`config.mk`:
```
export PLATFORM = sky130hd
export DESIGN_NAME = dtpu_top
export DESIGN_NICKNAME = d
export VERILOG_FILES = /design/src/rtl/dtpu_pkg.sv /design/src/rtl/dtpu_prescaler.sv /design/src/rtl/dtpu_pwm_out.sv /design/src/rtl/dtpu_top.sv
export VERILOG_INCLUDE_DIRS = /design/src /design/src/rtl
export SDC_FILE = /design/constraint.sdc
export NUM_CORES = 1
export LEC_CHECK = 0
export ABC_CLOCK_PERIOD_IN_PS = 2690
export BUFFER_PORTS_ARGS = -buffer_cell sky130_fd_sc_hd__buf_2
export CAP_MARGIN = 20
export CORE_MARGIN = 2
export CORE_UTILIZATION = 25
export CTS_BUF_LIST = sky130_fd_sc_hd__clkbuf_16
export DETAILED_ROUTE_END_ITERATION = 16
export HOLD_SLACK_MARGIN = 0.06
export MAX_ROUTING_LAYER = met4
export REMOVE_ABC_BUFFERS = 1
export SLEW_MARGIN = 20
export SYNTH_ARGS = -nofsm -noshare
export SYNTH_HDL_FRONTEND = slang
export SYNTH_HIERARCHICAL = 1
export SYNTH_SLANG_ARGS = --single-unit
```
`constraint.sdc`:
```
create_clock -name i_clk -period 2.69 [get_ports i_clk]
set_input_delay 0.1345 -clock i_clk [delete_from_list [all_inputs] [get_ports i_clk]]
set_output_delay 0.1345 -clock i_clk [all_outputs]
set_load 0.005 [all_outputs]
```
`src/rtl/dtpu_regs.svh`:
```
/*
 * Register offsets, field positions, reset values and fixed counts
 * of the down-timer PWM unit.
 * Assumes it is included by its bare name wherever a number is needed.
 */
`ifndef DTPU_REGS_SVH
`define DTPU_REGS_SVH

// ----------------------------------------------------------------
// widths
// ----------------------------------------------------------------
`define DTPU_AW 8
`define DTPU_DW 8
`define DTPU_TW 10
`define DTPU_PSW 8

// ----------------------------------------------------------------
// register offsets
// ----------------------------------------------------------------
`define DTPU_ADDR_T1_COUNT 8'h02
`define DTPU_ADDR_T1_HIGH 8'h03
`define DTPU_ADDR_P2_CTL 8'h0A
`define DTPU_ADDR_P2_DUTY 8'h0C
`define DTPU_ADDR_P3_CTL 8'h11
`define DTPU_ADDR_P3_DUTY 8'h13
`define DTPU_ADDR_SH_HIGH 8'h14
`define DTPU_ADDR_T4_COUNT 8'h15
`define DTPU_ADDR_T4_CTL1 8'h16
`define DTPU_ADDR_T4_CTL2 8'h17
`define DTPU_ADDR_P4_DUTY 8'h18
`define DTPU_ADDR_STATUS 8'h20

// ----------------------------------------------------------------
// field positions (two-bit fields give their upper bit)
// ----------------------------------------------------------------
`define DTPU_OEN_BIT 7
`define DTPU_POL_BIT 6
`define DTPU_HRC_BIT 3
`define DTPU_OS_BIT 2
`define DTPU_RL_BIT 1
`define DTPU_EN_BIT 0
`define DTPU_CS_BIT 5
`define DTPU_CE_BIT 4
`define DTPU_PSDN_BIT 3
`define DTPU_PSSEL_MSB 2
`define DTPU_T1H_RL_MSB 5
`define DTPU_T1H_P2_MSB 3
`define DTPU_SH_T4_MSB 7
`define DTPU_SH_P4_MSB 3
`define DTPU_SH_P3_MSB 1
`define DTPU_FLAG_BIT 0

// ----------------------------------------------------------------
// implemented-bit masks and reset values
// ----------------------------------------------------------------
`define DTPU_PCTL_MASK 8'hC0
`define DTPU_CTL1_MASK 8'hCF
`define DTPU_CTL2_MASK 8'h3F
`define DTPU_T1H_MASK 8'h3C
`define DTPU_SH_MASK 8'hCF
`define DTPU_CTL2_RST 8'h3F
`define DTPU_ZERO8 8'h00
`define DTPU_ZERO10 10'h000
`define DTPU_T4_MAX 10'h3FF

`endif

```
`src/rtl/dtpu_pkg.sv`:
```
/*
 * Types shared by the down-timer PWM unit: bus request, pin carrier,
 * timer state and the per-module state records.
 * Assumes dtpu_regs.svh is on the include path.
 */
`include "dtpu_regs.svh"

package dtpu_pkg;

    typedef struct packed {
        logic [`DTPU_AW-1:0] addr;
        logic [`DTPU_DW-1:0] wdata;
        logic wr;
        logic rd;
    } dtpu_bus_t;

    // level is the waveform, sel hands the pin to the PWM instead of GPIO
    typedef struct packed {
        logic level;
        logic sel;
    } dtpu_pin_t;

    typedef enum logic [1:0] {
        DTPU_T4_COUNT = 2'b01,
        DTPU_T4_DONE = 2'b10
    } dtpu_t4_state_t;

    typedef struct packed {
        logic [`DTPU_PSW-1:0] cnt;
        logic tick;
    } dtpu_ps_state_t;

    typedef struct packed {
        logic [7:0] t1_rl_lo;
        logic [7:0] t1_hi;
        logic [`DTPU_TW-1:0] t1_cnt;
        logic [7:0] p2_ctl;
        logic [7:0] p2_duty;
        logic [7:0] p3_ctl;
        logic [7:0] p3_duty;
        logic [7:0] sh_hi;
        logic [7:0] t4_rl_lo;
        logic [7:0] t4_ctl1;
        logic [7:0] t4_ctl2;
        logic [7:0] p4_duty;
        logic [`DTPU_TW-1:0] t4_cnt;
        dtpu_t4_state_t t4_state;
        logic flag;
        logic [`DTPU_DW-1:0] rdata;
        logic [2:0] ext;
    } dtpu_top_state_t;

endpackage

```
`src/rtl/dtpu_prescaler.sv`:
```
/*
 * Power-of-two prescaler for the fourth timer, with bypass.
 * Assumes i_src_tick is a one-cycle enable on i_clk.
 */
`timescale 1ns/1ps
`include "dtpu_regs.svh"

module dtpu_prescaler #(
    parameter int W = `DTPU_PSW
) (
    // clock and reset
    input wire logic i_clk,
    input wire logic i_rst,
    // control
    input wire logic i_src_tick,
    input wire logic i_disable_n,
    input wire logic [2:0] i_ratio,
    // divided tick
    output logic o_tick
);
    dtpu_pkg::dtpu_ps_state_t r;
    dtpu_pkg::dtpu_ps_state_t next_r;
    logic [W-1:0] mask;

    // code 0 divides by 2, code 7 by 256
    assign mask = ~({W{1'b1}} << (4'(i_ratio) + 4'h1));

    always_comb
    begin
        next_r = r;
        next_r.tick = 1'b0;
        if (i_disable_n)
        begin
            next_r.cnt = '0;
            next_r.tick = i_src_tick;
        end
        else if (i_src_tick)
        begin
            if ((r.cnt & mask) == mask)
            begin
                next_r.cnt = '0;
                next_r.tick = 1'b1;
            end
            else
            begin
                next_r.cnt = r.cnt + W'(1);
            end
        end
    end

    always_ff @(posedge i_clk or posedge i_rst)
    begin
        if (i_rst)
            r <= '0;
        else
            r <= next_r;
    end

    assign o_tick = r.tick;
endmodule // dtpu_prescaler

```
`src/rtl/dtpu_pwm_out.sv`:
```
/*
 * One PWM channel output stage: compare, polarity, pin ownership.
 * Assumes count and duty come from logic on i_clk.
 */
`timescale 1ns/1ps
`include "dtpu_regs.svh"

module dtpu_pwm_out #(
    parameter int CW = `DTPU_TW
) (
    // clock and reset
    input wire logic i_clk,
    input wire logic i_rst,
    // channel setup
    input wire logic [CW-1:0] i_count,
    input wire logic [CW-1:0] i_duty,
    input wire logic i_polarity,
    input wire logic i_enable,
    // pin
    output dtpu_pkg::dtpu_pin_t o_pin
);
    dtpu_pkg::dtpu_pin_t r;
    dtpu_pkg::dtpu_pin_t next_r;

    always_comb
    begin
        next_r = r;
        // active while the down count sits below the duty value
        next_r.level = (i_count < i_duty) ^ i_polarity;
        next_r.sel = i_enable;
    end

    always_ff @(posedge i_clk or posedge i_rst)
    begin
        if (i_rst)
            r <= '0;
        else
            r <= next_r;
    end

    assign o_pin = r;
endmodule // dtpu_pwm_out

```
`src/rtl/dtpu_top.sv`:
```
/*
 * Down-timer PWM unit: first (frame) timer, fourth down timer with
 * prescaler and clock selection, and three PWM channels.
 * Assumes i_inst_en and i_hosc_en are one-cycle enables on i_clk and
 * that i_external_count_pin is asynchronous.
 */
// Notes on behaviour
// - channel two: frame from first timer reload, duty from high bits 3:2 and duty byte
// - channel three: frame from first timer reload, duty from shared bits 1:0 and byte
// - channel three output is active low when its polarity bit is set
// - channel three enable hands its two pins to the PWM, else GPIO
// - reading the fourth count register returns the low count byte
// - writing it loads the counter from reload, top bits from shared 7:6
// - fourth timer counts only while its run bit is set
// - non-stop without reload select: continue from 0x3FF after underflow
// - non-stop with reload select: reload programmed value after underflow
// - one-shot: count once down to 0x00, then stop
// - fast clock select picks the high oscillator, else source bit decides
// - source bit set picks the external pin, else instruction clock
// - external edge bit picks falling edges when set, rising when clear
// - three-bit ratio divides by 2 up to 256
// - prescaler works only while its active-low enable bit is 0
// - channel four: frame from fourth reload (0x3FF without reload select), duty from shared bits 3:2 and byte
// - channel four output is active low when its polarity bit is set
// - channel four enable hands its pin to the PWM, else GPIO
// - channel two enable hands its two pins to the PWM, else GPIO
`timescale 1ns/1ps
`include "dtpu_regs.svh"

module dtpu_top (
    // clock and reset
    input wire logic i_clk,
    input wire logic i_rst,
    // register port
    input wire dtpu_pkg::dtpu_bus_t i_bus,
    output logic [`DTPU_DW-1:0] o_rdata,
    // clock sources
    input wire logic i_inst_en,
    input wire logic i_hosc_en,
    input wire logic i_external_count_pin,
    // pins
    output dtpu_pkg::dtpu_pin_t o_port_a_pin_four,
    output dtpu_pkg::dtpu_pin_t o_port_b_pin_five,
    output dtpu_pkg::dtpu_pin_t o_port_a_pin_two,
    output dtpu_pkg::dtpu_pin_t o_port_a_pin_seven,
    output dtpu_pkg::dtpu_pin_t o_port_b_pin_three,
    // status
    output logic o_timer4_event
);
    // ----------------------------------------------------------------
    // state
    // ----------------------------------------------------------------
    dtpu_pkg::dtpu_top_state_t r;
    dtpu_pkg::dtpu_top_state_t next_r;

    logic ext_rise;
    logic ext_fall;
    logic ext_tick;
    logic src_tick;
    logic t4_tick;
    logic [`DTPU_TW-1:0] t1_reload;
    logic [`DTPU_TW-1:0] t4_reload;
    logic [`DTPU_TW-1:0] t4_loaded;
    logic t4_wr;
    logic stat_wr;

    // ----------------------------------------------------------------
    // clock selection
    // ----------------------------------------------------------------
    // ext[0] is the first synchroniser stage and feeds only ext[1]
    assign ext_rise = r.ext[1] & ~r.ext[2];
    assign ext_fall = ~r.ext[1] & r.ext[2];

    always_comb
    begin
        if (r.t4_ctl2[`DTPU_CE_BIT])
            ext_tick = ext_fall;
        else
            ext_tick = ext_rise;
    end

    always_comb
    begin
        if (r.t4_ctl1[`DTPU_HRC_BIT])
            src_tick = i_hosc_en;
        else if (r.t4_ctl2[`DTPU_CS_BIT])
            src_tick = ext_tick;
        else
            src_tick = i_inst_en;
    end

    // with the high oscillator selected the prescaler is expected off;
    // nothing here forces it, so a wrong setting just divides that clock
    dtpu_prescaler #(
        .W(`DTPU_PSW)
    ) u_prescaler (
        .i_clk(i_clk),
        .i_rst(i_rst),
        .i_src_tick(src_tick),
        .i_disable_n(r.t4_ctl2[`DTPU_PSDN_BIT]),
        .i_ratio(r.t4_ctl2[`DTPU_PSSEL_MSB:0]),
        .o_tick(t4_tick)
    );

    // ----------------------------------------------------------------
    // reload values
    // ----------------------------------------------------------------
    assign t1_reload = {r.t1_hi[`DTPU_T1H_RL_MSB -: 2], r.t1_rl_lo};
    assign t4_reload = {r.sh_hi[`DTPU_SH_T4_MSB -: 2], r.t4_rl_lo};
    assign t4_loaded = {r.sh_hi[`DTPU_SH_T4_MSB -: 2], i_bus.wdata};

    assign t4_wr = i_bus.wr && (i_bus.addr == `DTPU_ADDR_T4_COUNT);
    assign stat_wr = i_bus.wr && (i_bus.addr == `DTPU_ADDR_STATUS);

    // ----------------------------------------------------------------
    // next state
    // ----------------------------------------------------------------
    always_comb
    begin
        next_r = r;
        next_r.ext = {r.ext[1:0], i_external_count_pin};
        next_r.rdata = `DTPU_ZERO8;

        // first timer: free-running frame base on the instruction clock
        if (i_inst_en)
        begin
            if (r.t1_cnt == `DTPU_ZERO10)
                next_r.t1_cnt = t1_reload;
            else
                next_r.t1_cnt = r.t1_cnt - `DTPU_TW'(1);
        end

        // fourth timer
        case (r.t4_state)
            dtpu_pkg::DTPU_T4_COUNT:
            begin
                if (t4_tick && r.t4_ctl1[`DTPU_EN_BIT])
                begin
                    if (r.t4_cnt == `DTPU_ZERO10)
                    begin
                        if (r.t4_ctl1[`DTPU_OS_BIT])
                            next_r.t4_state = dtpu_pkg::DTPU_T4_DONE;
                        else if (r.t4_ctl1[`DTPU_RL_BIT])
                            next_r.t4_cnt = t4_reload;
                        else
                            next_r.t4_cnt = `DTPU_T4_MAX;
                    end
                    else
                    begin
                        next_r.t4_cnt = r.t4_cnt - `DTPU_TW'(1);
                    end
                end
            end
            dtpu_pkg::DTPU_T4_DONE:
            begin
                // held at zero until re-armed by a load or by leaving one-shot
                if (!r.t4_ctl1[`DTPU_OS_BIT])
                    next_r.t4_state = dtpu_pkg::DTPU_T4_COUNT;
            end
            default:
            begin
                next_r.t4_state = dtpu_pkg::DTPU_T4_COUNT;
            end
        endcase

        // ------------------------------------------------------------
        // register writes; a count load overrides the tick
        // ------------------------------------------------------------
        if (i_bus.wr)
        begin
            case (i_bus.addr)
                `DTPU_ADDR_T1_COUNT:
                begin
                    next_r.t1_rl_lo = i_bus.wdata;
                    next_r.t1_cnt = {r.t1_hi[`DTPU_T1H_RL_MSB -: 2], i_bus.wdata};
                end
                `DTPU_ADDR_T1_HIGH:
                begin
                    next_r.t1_hi = i_bus.wdata & `DTPU_T1H_MASK;
                end
                `DTPU_ADDR_P2_CTL:
                begin
                    next_r.p2_ctl = i_bus.wdata & `DTPU_PCTL_MASK;
                end
                `DTPU_ADDR_P2_DUTY:
                begin
                    next_r.p2_duty = i_bus.wdata;
                end
                `DTPU_ADDR_P3_CTL:
                begin
                    next_r.p3_ctl = i_bus.wdata & `DTPU_PCTL_MASK;
                end
                `DTPU_ADDR_P3_DUTY:
                begin
                    next_r.p3_duty = i_bus.wdata;
                end
                `DTPU_ADDR_SH_HIGH:
                begin
                    next_r.sh_hi = i_bus.wdata & `DTPU_SH_MASK;
                end
                `DTPU_ADDR_T4_COUNT:
                begin
                    next_r.t4_rl_lo = i_bus.wdata;
                    next_r.t4_cnt = t4_loaded;
                    next_r.t4_state = dtpu_pkg::DTPU_T4_COUNT;
                end
                `DTPU_ADDR_T4_CTL1:
                begin
                    next_r.t4_ctl1 = i_bus.wdata & `DTPU_CTL1_MASK;
                end
                `DTPU_ADDR_T4_CTL2:
                begin
                    next_r.t4_ctl2 = i_bus.wdata & `DTPU_CTL2_MASK;
                end
                `DTPU_ADDR_P4_DUTY:
                begin
                    next_r.p4_duty = i_bus.wdata;
                end
                default:
                begin
                end
            endcase
        end

        // ------------------------------------------------------------
        // event flag: write one to clear, a same-cycle underflow wins
        // ------------------------------------------------------------
        if (stat_wr && i_bus.wdata[`DTPU_FLAG_BIT])
            next_r.flag = 1'b0;
        if (t4_tick && r.t4_ctl1[`DTPU_EN_BIT] && !t4_wr
            && (r.t4_state == dtpu_pkg::DTPU_T4_COUNT)
            && (r.t4_cnt == `DTPU_ZERO10))
            next_r.flag = 1'b1;

        // ------------------------------------------------------------
        // register reads, data in the following cycle
        // ------------------------------------------------------------
        if (i_bus.rd)
        begin
            case (i_bus.addr)
                `DTPU_ADDR_T1_COUNT:
                begin
                    next_r.rdata = r.t1_cnt[7:0];
                end
                `DTPU_ADDR_T1_HIGH:
                begin
                    next_r.rdata = r.t1_hi;
                end
                `DTPU_ADDR_P2_CTL:
                begin
                    next_r.rdata = r.p2_ctl;
                end
                `DTPU_ADDR_P3_CTL:
                begin
                    next_r.rdata = r.p3_ctl;
                end
                `DTPU_ADDR_SH_HIGH:
                begin
                    next_r.rdata = r.sh_hi;
                end
                `DTPU_ADDR_T4_COUNT:
                begin
                    next_r.rdata = r.t4_cnt[7:0];
                end
                `DTPU_ADDR_T4_CTL1:
                begin
                    next_r.rdata = r.t4_ctl1;
                end
                `DTPU_ADDR_T4_CTL2:
                begin
                    next_r.rdata = r.t4_ctl2;
                end
                `DTPU_ADDR_STATUS:
                begin
                    next_r.rdata = {7'h00, r.flag};
                end
                default:
                begin
                    // duty bytes are write-only; unmapped reads give zero
                    next_r.rdata = `DTPU_ZERO8;
                end
            endcase
        end
    end

    always_ff @(posedge i_clk or posedge i_rst)
    begin
        if (i_rst)
        begin
            r <= '0;
            r.t4_ctl2 <= `DTPU_CTL2_RST;
            r.t4_state <= dtpu_pkg::DTPU_T4_COUNT;
        end
        else
        begin
            r <= next_r;
        end
    end

    // ----------------------------------------------------------------
    // PWM channels: 0 = second, 1 = third, 2 = fourth
    // ----------------------------------------------------------------
    logic [`DTPU_TW-1:0] ch_count [3];
    logic [`DTPU_TW-1:0] ch_duty [3];
    logic ch_pol [3];
    logic ch_en [3];
    dtpu_pkg::dtpu_pin_t ch_pin [3];

    // frame length follows the value each timer counts from: its reload, or 0x3FF for the fourth without reload select
    assign ch_count[0] = r.t1_cnt;
    assign ch_duty[0] = {r.t1_hi[`DTPU_T1H_P2_MSB -: 2], r.p2_duty};
    assign ch_pol[0] = r.p2_ctl[`DTPU_POL_BIT];
    assign ch_en[0] = r.p2_ctl[`DTPU_OEN_BIT];

    assign ch_count[1] = r.t1_cnt;
    assign ch_duty[1] = {r.sh_hi[`DTPU_SH_P3_MSB -: 2], r.p3_duty};
    assign ch_pol[1] = r.p3_ctl[`DTPU_POL_BIT];
    assign ch_en[1] = r.p3_ctl[`DTPU_OEN_BIT];

    assign ch_count[2] = r.t4_cnt;
    assign ch_duty[2] = {r.sh_hi[`DTPU_SH_P4_MSB -: 2], r.p4_duty};
    assign ch_pol[2] = r.t4_ctl1[`DTPU_POL_BIT];
    assign ch_en[2] = r.t4_ctl1[`DTPU_OEN_BIT];

    for (genvar g = 0; g < 3; g++)
    begin : g_ch
        dtpu_pwm_out #(
            .CW(`DTPU_TW)
        ) u_pwm (
            .i_clk(i_clk),
            .i_rst(i_rst),
            .i_count(ch_count[g]),
            .i_duty(ch_duty[g]),
            .i_polarity(ch_pol[g]),
            .i_enable(ch_en[g]),
            .o_pin(ch_pin[g])
        );
    end

    // ----------------------------------------------------------------
    // outputs
    // ----------------------------------------------------------------
    assign o_port_a_pin_four = ch_pin[0];
    assign o_port_b_pin_five = ch_pin[0];
    assign o_port_a_pin_two = ch_pin[1];
    assign o_port_a_pin_seven = ch_pin[1];
    assign o_port_b_pin_three = ch_pin[2];
    assign o_rdata = r.rdata;
    assign o_timer4_event = r.flag;
endmodule // dtpu_top

```
==> impl_results.md, run 1 <==
* Status: finished, final reports clean
* Initial antenna violation count at 2
* Final #Nets at 752
* Tcrit/Tclk final at 93.8%
* CP required at 2.99 ns
* Area of the multi-input gates at 3520 µm²
* Register Area at 2890 µm²
* Biggest area consumer among synthesized cells: dfrtp_1
* Drt first-iter violations at 397
* Seq/Total Area, Yosys at 42.5%
* WL per Instance at 16.6 µm
* Post-CTS Resized at 0
* XOR/XNOR Fraction of Synth Area at 0.516%
* Clk_skew at 0.00620 ns
* Slew HR at 49.4%
* Synth top area cells: dfrtp_1, ha_1, mux2_2, nand2_1, dfstp_2
* Fin area at 7880 µm²
* Total power at 6.23 mW
* H-Tree Level Count at 4
* Adder-cell share of the synthesized area at 6.45%
* Die Area at 28,500 µm²
* Mux contribution to synthesized area at 12.2%
* Fillers at 2,744
* Worst Tran Pin Value at 0.759 ns
* Synth warn at 6
* Max Freq at 396 MHz
* Maximum capacitance violations at 0
* Placed inst area at 7280 µm²
* Clock Pin Slew Worst Setup and Hold Paths at 0.06 ns
* HPWL Detailed at 12.2 mm
* DRT antenna net count at 0
* Register bit total from synthesis at 115
* Pwr Density at 791 nW/µm²
* Netlist cell types at 78
* Top cell type's share of synthesized area at 39.8%
* CTS buffer count at 17
* First-pass GRT wire length at 28.2 mm
* Buffers on Ports at 41
* Async SR Flop Fraction at 100%
* VDD IR max at 0.000305 V
* Mapped Avg Cell Area at 10.3 µm²
* Most frequent cell after synthesis: dfrtp_1
* Min Hold Slack at 0.0869 ns
* Grt ovf at 0
* Maximum clock insertion buffer count at 2
* Final min period at 2.52 ns
* Setup_tns at 0 ns
* Largest family of logic cells by synthesized area: simple AND/OR/NAND/NOR gates
* Compound-Gate Fraction of Synth Area at 14.0%
* Largest net degree at the start of global routing at 48
* CTS Root Cell: clkbuf_16
* I/O pin cnt at 42
* GPL Wtd Cong at 0.836
* Via density at 4.92
* Simple-gate share of the synthesized area at 18.5%
* Share of cells above drive strength 1 at 25.0%
* Gate Count Post-Synth at 657
* Maximum fanout along the worst path at 11
* Die W at 169 µm
* DR vias at 5,171
* Crit path DAT at 2.82 ns
* Die Y-Extent at 169 µm
* Post-synth top cells: dfrtp_1, nand2_1, inv_1, ha_1, mux2_2
* P_leak at 3.55 nW
* Core area at 26,800 µm²
* Max-slew violations at 0
* Final hold viol count at 0
* Vias in the first global route at 5,086
* # setup viols final at 0
* CTS tree: yes
* Area delta synth->final at 16.0%
* Worst-Skew Late Latency at 0.43 ns
* Standard-cell rows at 60
* Fin util at 29.4%
* Total wire length at 17.4 mm
* Startpoint types: flip-flop
* Hold crit path type: in -> reg
* Main synth FF type: dfrtp_1
* EDFF count, synth at 0
* Initial core utilization at 25.3%
* RSZ-0062 raised after global routing: no
* Number of clock sinks at 115
* Mapped Area at 6790 µm²
* Critical Path End Type: flip-flop
* DRC viols at 0
* Total track usage at 13.1%
* WS Path Type: reg -> reg
* Initial DRT Pass Iterations at 5
==> what timing repair did <==
action / 4_1_cts / 5_1_grt
hold buffers: 5 / 0
setup buffers: 0 / 0
hold endpoints to repair: 65 / 0
==> cells by family after synthesis <==
group,after synthesis
AOI/OAI and AO/OA,135
xor gates and xnor gates,4
adders and majority gates,35
buffers and inverters,82
DFF,115
muxes,66
and+or+nand+nor,220
==> through the flow <==
| step | instances | worst slack [ns] |
|---|---|---|
| 2_1_floorplan | 619 | -0.0517 |
| 5_1_grt | 1050 | 0.0609 |
| 6_report | 1050 | 0.167 |
| 3_5_place_dp | 1011 | 0.167 |
| 3_3_place_gp | 1011 | 0.222 |
| 4_1_cts | 1048 | 0.166 |
==> worst paths after layout <==
| kind | slack (ns) | start | end | depth (start not counted) |
|---|---|---|---|---|
| worst max-delay path | 0.17 | r[32] | u_prescaler/r[8] | 7 |
| worst min-delay path | 0.09 | i_bus[3] | r[115] | 3 |
| worst max register to register | 0.17 | r[32] | u_prescaler/r[8] | 7 |
| worst min register to register | 0.38 | next_r[1] | next_r[2] | 0 |
| max in group asynchronous | 1.57 | i_rst | r[36] | 4 |
| min in group asynchronous | 0.17 | i_rst | g_ch[2].u_pwm/o_pin[0] | 3 |
==> metal layers <==
metal  share of wire (%)  GRT usage, %  vias up
met5                   0             -        -
met4                 2.7          5.28        0
met3                 4.5          2.76       34
met2                  46          20.5      123
met1                  47          16.5     2556
li1                    -             -     2458
==> report_power, final <==
| group | total, mW | leakage [nW] | internal, mW | switching, mW |
|---|---|---|---|---|
| logic | 1.70 | 1.78 | 0.799 | 0.905 |
| registers | 2.44 | 1.51 | 1.99 | 0.447 |
| clock network | 2.09 | 0.256 | 1.25 | 0.840 |
==> state kept, by name (all words and copies together), names as in the netlist, 2 cells and up <==
| signal | cells |
|---|---|
| ch_count | 20 |
| ch_duty | 30 |
| ch_en | 3 |
| ch_pol | 3 |
| g_ch.u_pwm/o_pin | 6 |
| next_r | 2 |
| o_rdata | 8 |
| r | 33 |
| u_prescaler/r | 8 |
==> worst max-delay path, cell delays in order (launching register included) <==
cell	delay, ns
dfstp_2	0.58
ha_1	0.17
ha_1	0.23
nor2b_1	0.13
a2111o_1	0.34
or4_4	0.62
o221ai_1	0.21
a31oi_1	0.11
==> cells in the final DEF (no fill, tap or decap), types with 10 or more instances in the layout <==
master,n
nand3_1,15
mux2_2,35
buf_2,41
ha_1,35
nor3_1,14
a21oi_1,27
a31oi_1,11
inv_1,42
clkbuf_16,17
nand2b_1,13
o21ai_0,17
a22oi_1,10
nor2_1,34
dfrtp_1,108
buf_4,10
and3_1,10
o21ai_1,12
mux2_4,12
nand2_1,73
==> cell type report <==
class	instances	share of cell area, %
repair buffers	56	4.19
clock inverters	15	1.49
well taps	341	5.42
multi-input cells	460	44.6
clock buffers	17	5.40
inverters	44	2.13
flip-flops and latches	115	36.7
diodes	2	0.0636
(Power assumes the default switching activity.)
==> run 2: changes to the inputs <==
--- a/config.mk
+++ b/config.mk
@@ -6,8 +6,8 @@
 export SDC_FILE = /design/constraint.sdc
 export NUM_CORES = 1
 export LEC_CHECK = 0
-export ABC_CLOCK_PERIOD_IN_PS = 2690
-export BUFFER_PORTS_ARGS = -buffer_cell sky130_fd_sc_hd__buf_2
+export ABC_CLOCK_PERIOD_IN_PS = 2380
+export BUFFER_PORTS_ARGS = -buffer_cell sky130_fd_sc_hd__buf_4
 export CAP_MARGIN = 20
 export CORE_MARGIN = 2
 export CORE_UTILIZATION = 25
==> constraint.sdc (replaced) <==
create_clock -name i_clk -period 2.38 [get_ports i_clk]
set_input_delay 0.119 -clock i_clk [delete_from_list [all_inputs] [get_ports i_clk]]
set_output_delay 0.119 -clock i_clk [all_outputs]
set_load 0.005 [all_outputs]
==> impl_results.md, run 2 (synthesis gave the netlist of run 1 again) <==
* Tcrit/Tclk final at 97.6%
* Largest register FFs at 33
* Min Hold Slack at 0.0852 ns
* Crit path from: r[33]
* Most common cell after layout, fill and taps aside: dfrtp_1
* Largest Register: r
* # Post-CTS Setup Buffers at 0
* Grt ovf at 0
* Initial core utilization at 25.3%
* Clock Pin Slew Worst Setup and Hold Paths at 0.06 ns
* Startpoint types: flip-flop
* Drt first-iter violations at 299
* Vias in the first global route at 5,116
* Maximum clock insertion buffer count at 2
* Internal power at 4.53 mW
* Slowest CP cell: or4_4
* Final hold viol count at 0
* VDD IR max at 0.000454 V
* Worst-Skew Late Latency at 0.41 ns
* Switching power total at 2.37 mW
* Core area at 26,800 µm²
* Area delta synth->final at 19.8%
* Maximum capacitance violations at 0
* Commonest cells after routing, fill and taps aside: dfrtp_1, nand2_1, buf_4, inv_1, mux2_2
* Share of cells above drive strength 1 at 25.1%
* Area of the multi-input gates at 3570 µm²
* Fin util at 30.3%
* CP required at 2.67 ns
* CTS Root Cell: clkbuf_16
* GPL Wtd Cong at 0.815
* Final min period at 2.32 ns
* Worst R2R Path Depth at 7
* CTS buffer count at 17
* Status: finished, final reports clean
* Via density at 4.82
* Total track usage at 13.0%
* Sw Ratio at 34.4%
* Final #Nets at 769
* Placed inst area at 7440 µm²
* DRC viols at 0
* Initial antenna violation count at 2
* Initial DRT Pass Iterations at 5
* Hold crit path type: in -> reg
* H-Tree Level Count at 4
* Buffers on Ports at 41
* Critical Path End Type: flip-flop
* Worst R2R Setup Slack at 0.06 ns
* Logic pwr share at 29.8%
* Worst Tran Pin Value at 0.643 ns
* Clk_skew at 0.00709 ns
* First-pass GRT wire length at 28.1 mm
* Crit-path most repeated cell: ha_4
* Worst Setup EP: u_prescaler/r[8]
* # setup viols final at 0
* Fillers at 2,732
* Crit path cell chain: ha_4 -> ha_4 -> nor2b_4 -> a2111o_1 -> or4_4 -> o221ai_2 -> a31oi_1
* Standard-cell rows at 60
* Delay-heaviest family, CP: simple AND/OR/NAND/NOR gates
* Worst path max stage delay at 0.60 ns
* Clk pwr share at 30.7%
* Maximum fanout along the worst path at 6
* Register Area at 2890 µm²
* I/O pin cnt at 42
* Worst r2r dst: u_prescaler/r[8]
* DR vias at 5,140
* Max-slew violations at 0
* DRT antenna net count at 0
* Die Area at 28,500 µm²
* Die W at 169 µm
* Number of clock sinks at 115
* Largest net degree at the start of global routing at 39
* HPWL Detailed at 12.4 mm
* CTS tree: yes
* Number of buffers and inverters on the critical path at 0
* P_leak at 3.67 nW
* RSZ-0062 raised after global routing: yes
* Worst path depth at 7
* Crit path DAT at 2.61 ns
* WL per Instance at 16.3 µm
* Slew HR at 56.8%
* FF-to-FF Start: r[33]
* Max Freq at 430 MHz
* Total wire length at 17.4 mm
* Reg power frac at 39.4%
* Pwr Density at 849 nW/µm²
* Die Y-Extent at 169 µm
* Fin area at 8130 µm²
* WS Path Type: reg -> reg
[run 2: cell count changes in the layout (fill, tap and decap cells not counted), sizes merged]
cell	previous run	this run
buf	51	58
bufinv	1	0
clkinv	8	7
clkinvlp	5	1
dlygate4sd3	5	14
inv	45	51
or4	3	4
[run 2: final cells by class]
class                   count  share of cell area, %
well taps                 341                   5.25
multi-input cells         461                   43.9
flip-flops and latches    115                   35.5
clock buffers              17                   5.23
inverters                  44                   2.06
clock inverters            15                  0.816
repair buffers             72                   7.23
diodes                      2                 0.0615
[run 2: worst min-delay path by stage]
stage	from	to	slack, ns	cells past startpoint
2_1_floorplan	i_rst	g_ch[0].u_pwm/o_pin[0]	-0.14	1
3_3_place_gp	i_rst	g_ch[1].u_pwm/o_pin[0]	0.03	2
3_5_place_dp	i_rst	g_ch[2].u_pwm/o_pin[0]	0.03	2
4_1_cts	i_inst_en	ch_count[11]	0.06	3
5_1_grt	i_inst_en	ch_count[11]	0.12	3
6_report	i_inst_en	ch_count[11]	0.09	3
[run 2: through the flow]
step	power, mW	cells	setup TNS (ns)	worst slack, ns
after floorplan	4.05	619	-32.47	-0.346
after global routing	7.36	1067	-0.0230	-0.0230
after CTS	6.92	1064	0	0.0296
final	6.90	1067	0	0.0563
after global placement	4.68	1018	-0.0256	-0.0256
after detailed placement	4.73	1018	-0.0714	-0.0655
[run 2: repair_timing]
action,CTS,global route
endpoints found under the setup margin,4,4
pin swaps,1,5
cloned,0,1
hold buffers,14,0
endpoints found under the hold margin,80,0
resized for setup,0,8
[run 2: power groups by stage]
stage	clock network (mW)	registers [mW]	logic (mW)
2_1_floorplan	0	2.60	1.45
3_3_place_gp	0	2.74	1.94
3_5_place_dp	0	2.74	1.99
4_1_cts	2.19	2.71	2.02
5_1_grt	2.26	2.78	2.32
6_report	2.12	2.72	2.06
[run 2: per-layer routing]
metal	part of all wire (%)	up-vias	GRT usage (%)
met3	3.7	16	1.64
met5	0	-	-
met1	47	2545	16.6
met4	1.2	0	4.50
li1	-	2480	-
met2	48	99	21.3
[run 2: tightest hold or removal path: stages]
cell	delay, ns
buf_4	0.17
nand3_1	0.09
a31oi_1	0.08
==> run 3: changes to the inputs <==
--- a/config.mk
+++ b/config.mk
@@ -13,8 +13,6 @@
 export CORE_UTILIZATION = 25
 export CTS_BUF_LIST = sky130_fd_sc_hd__clkbuf_16
 export DETAILED_ROUTE_END_ITERATION = 16
-export HOLD_SLACK_MARGIN = 0.06
-export MAX_ROUTING_LAYER = met4
 export REMOVE_ABC_BUFFERS = 1
 export SLEW_MARGIN = 20
 export SYNTH_ARGS = -nofsm -noshare
==> impl_results.md, run 3 (synthesis gave the netlist of run 1 again) <==
* Status: finished, final reports clean
* Fin area at 8020 µm²
* Largest Register: r
* DR vias at 5,117
* Slowest CP cell: or4_4
* Placed inst area at 7440 µm²
* Initial antenna violation count at 2
* GR Util met3 at 1.94%
* Crit path cell chain: ha_4 -> ha_4 -> nor2b_4 -> a2111o_1 -> or4_4 -> o221ai_2 -> a31oi_1
* Crit path DAT at 2.61 ns
* Hold crit path type: in -> reg
* GPL Wtd Cong at 0.804
* Initial DRT Pass Iterations at 5
* Final min period at 2.32 ns
* Die Area at 28,500 µm²
* Total track usage at 12.6%
* Logic pwr share at 29.7%
* Pwr Density at 860 nW/µm²
* Grt ovf at 0
* Crit-path most repeated cell: ha_4
* Max Freq at 430 MHz
* # setup viols final at 0
* Reg power frac at 39.5%
* Total wire length at 17.4 mm
* Commonest cells after routing, fill and taps aside: dfrtp_1, nand2_1, buf_4, inv_1, mux2_2
* Die Y-Extent at 169 µm
* Setup ws final at 0.0557 ns
* Register Area at 2890 µm²
* M1 GR Usage at 16.6%
* Clk_skew at 0.00681 ns
* VDD IR max at 0.000455 V
* P_leak at 3.62 nW
* Share of cells above drive strength 1 at 25.5%
* CTS buffer count at 17
* Slew HR at 56.5%
* CTS tree: yes
* Tcrit/Tclk final at 97.7%
* H-Tree Level Count at 4
* Max-slew violations at 0
* I/O pin cnt at 42
* Final hold viol count at 0
* CP required at 2.67 ns
* DRT antenna net count at 0
* Clk pwr share at 30.9%
* Startpoint types: flip-flop
* Standard-cell rows at 60
* First-pass GRT wire length at 28.1 mm
* DRC viols at 0
* Most common cell after layout, fill and taps aside: dfrtp_1
* Die W at 169 µm
* Maximum fanout along the worst path at 6
* Fillers at 2,741
* HPWL Detailed at 12.4 mm
* WL per Instance at 16.5 µm
* Area of the multi-input gates at 3570 µm²
* Maximum capacitance violations at 0
* Worst path max stage delay at 0.60 ns
* Via density at 4.85
* RSZ-0062 raised after global routing: yes
* CTS Root Cell: clkbuf_16
* Core area at 26,800 µm²
* Worst Tran Pin Value at 0.648 ns
* Area delta synth->final at 18.1%
* Total power at 6.89 mW
* Final #Nets at 758
* Min Hold Slack at 0.0247 ns
* Buffers on Ports at 41
* Met2 Use GR at 21.1%
* Internal power at 4.52 mW
* Clock Pin Slew Worst Setup and Hold Paths at 0.05 ns
* Drt first-iter violations at 349
* Largest net degree at the start of global routing at 39
* Switching power total at 2.38 mW
* Number of clock sinks at 115
* Grt peak-use layer: met2
* Dpl ws at -0.0655 ns
* Critical Path End Type: flip-flop
* Worst-Skew Late Latency at 0.41 ns
* Largest register FFs at 33
* Sw Ratio at 34.5%
* WS Path Type: reg -> reg
* Initial core utilization at 25.3%
* Maximum clock insertion buffer count at 2
* Vias in the first global route at 5,083
==> run 3: worst paths after layout <==
kind,startpoint,endpoint,slack (ns),cells past startpoint
min in group asynchronous,i_rst,g_ch[2].u_pwm/o_pin[0],0.16,3
hold / removal,i_bus[0],o_rdata[7],0.02,3
max in group asynchronous,i_rst,r[36],1.41,4
setup / recovery,r[33],u_prescaler/r[8],0.06,7
hold reg to reg,next_r[2],r[2],0.39,0
setup reg to reg,r[33],u_prescaler/r[8],0.06,7
==> run 3: metal layers <==
metal | routed length, µm | vias up | part of all wire [%]
met5 | 10 | - | 0.057
met4 | 231 | 2 | 1.3
met3 | 704 | 18 | 4.0
met2 | 8320 | 106 | 48
met1 | 8160 | 2533 | 47
li1 | - | 2458 | -
==> run 3: cell type report <==
cell class | count | share of cell area (%)
clock inverters | 15 | 0.827
well taps | 341 | 5.32
diodes | 1 | 0.0312
inverters | 44 | 2.09
clock buffers | 17 | 5.31
repair buffers | 61 | 5.96
flip-flops and latches | 115 | 36.0
multi-input cells | 461 | 44.5
==> run 3: through the flow <==
stage / cells / utilization (%) / TNS [ns]
after detailed placement: 1018 / 27.8 / -0.0714
final: 1055 / 29.9 / 0
after global routing: 1055 / 29.9 / -0.0229
after floorplan: 619 / - / -32.47
after CTS: 1053 / 29.7 / 0
after global placement: 1018 / 27.8 / -0.0256
==> run 3: power by group through the flow <==
stage	registers [mW]	logic, mW	clock network, mW
after floorplan	2.60	1.45	0
after global placement	2.74	1.94	0
after detailed placement	2.74	1.99	0
after CTS	2.71	2.01	2.19
after global routing	2.78	2.31	2.27
final	2.72	2.04	2.13
==> run 3: worst max-delay path: cells and delay by family, from the launching register on <==
kind            cells  cell delay (ns)
flops               1             0.55
compound gates      3             0.60
fa+ha+maj           2             0.33
simple gates        2             0.72
==> run 3: repair_timing <==
item	in CTS	in global routing
hold buffers	3	0
setup endpoints to repair	4	4
cloned	0	1
endpoints found under the hold margin	47	0
pin swaps	1	5
resized for setup	0	8
setup buffers	0	0
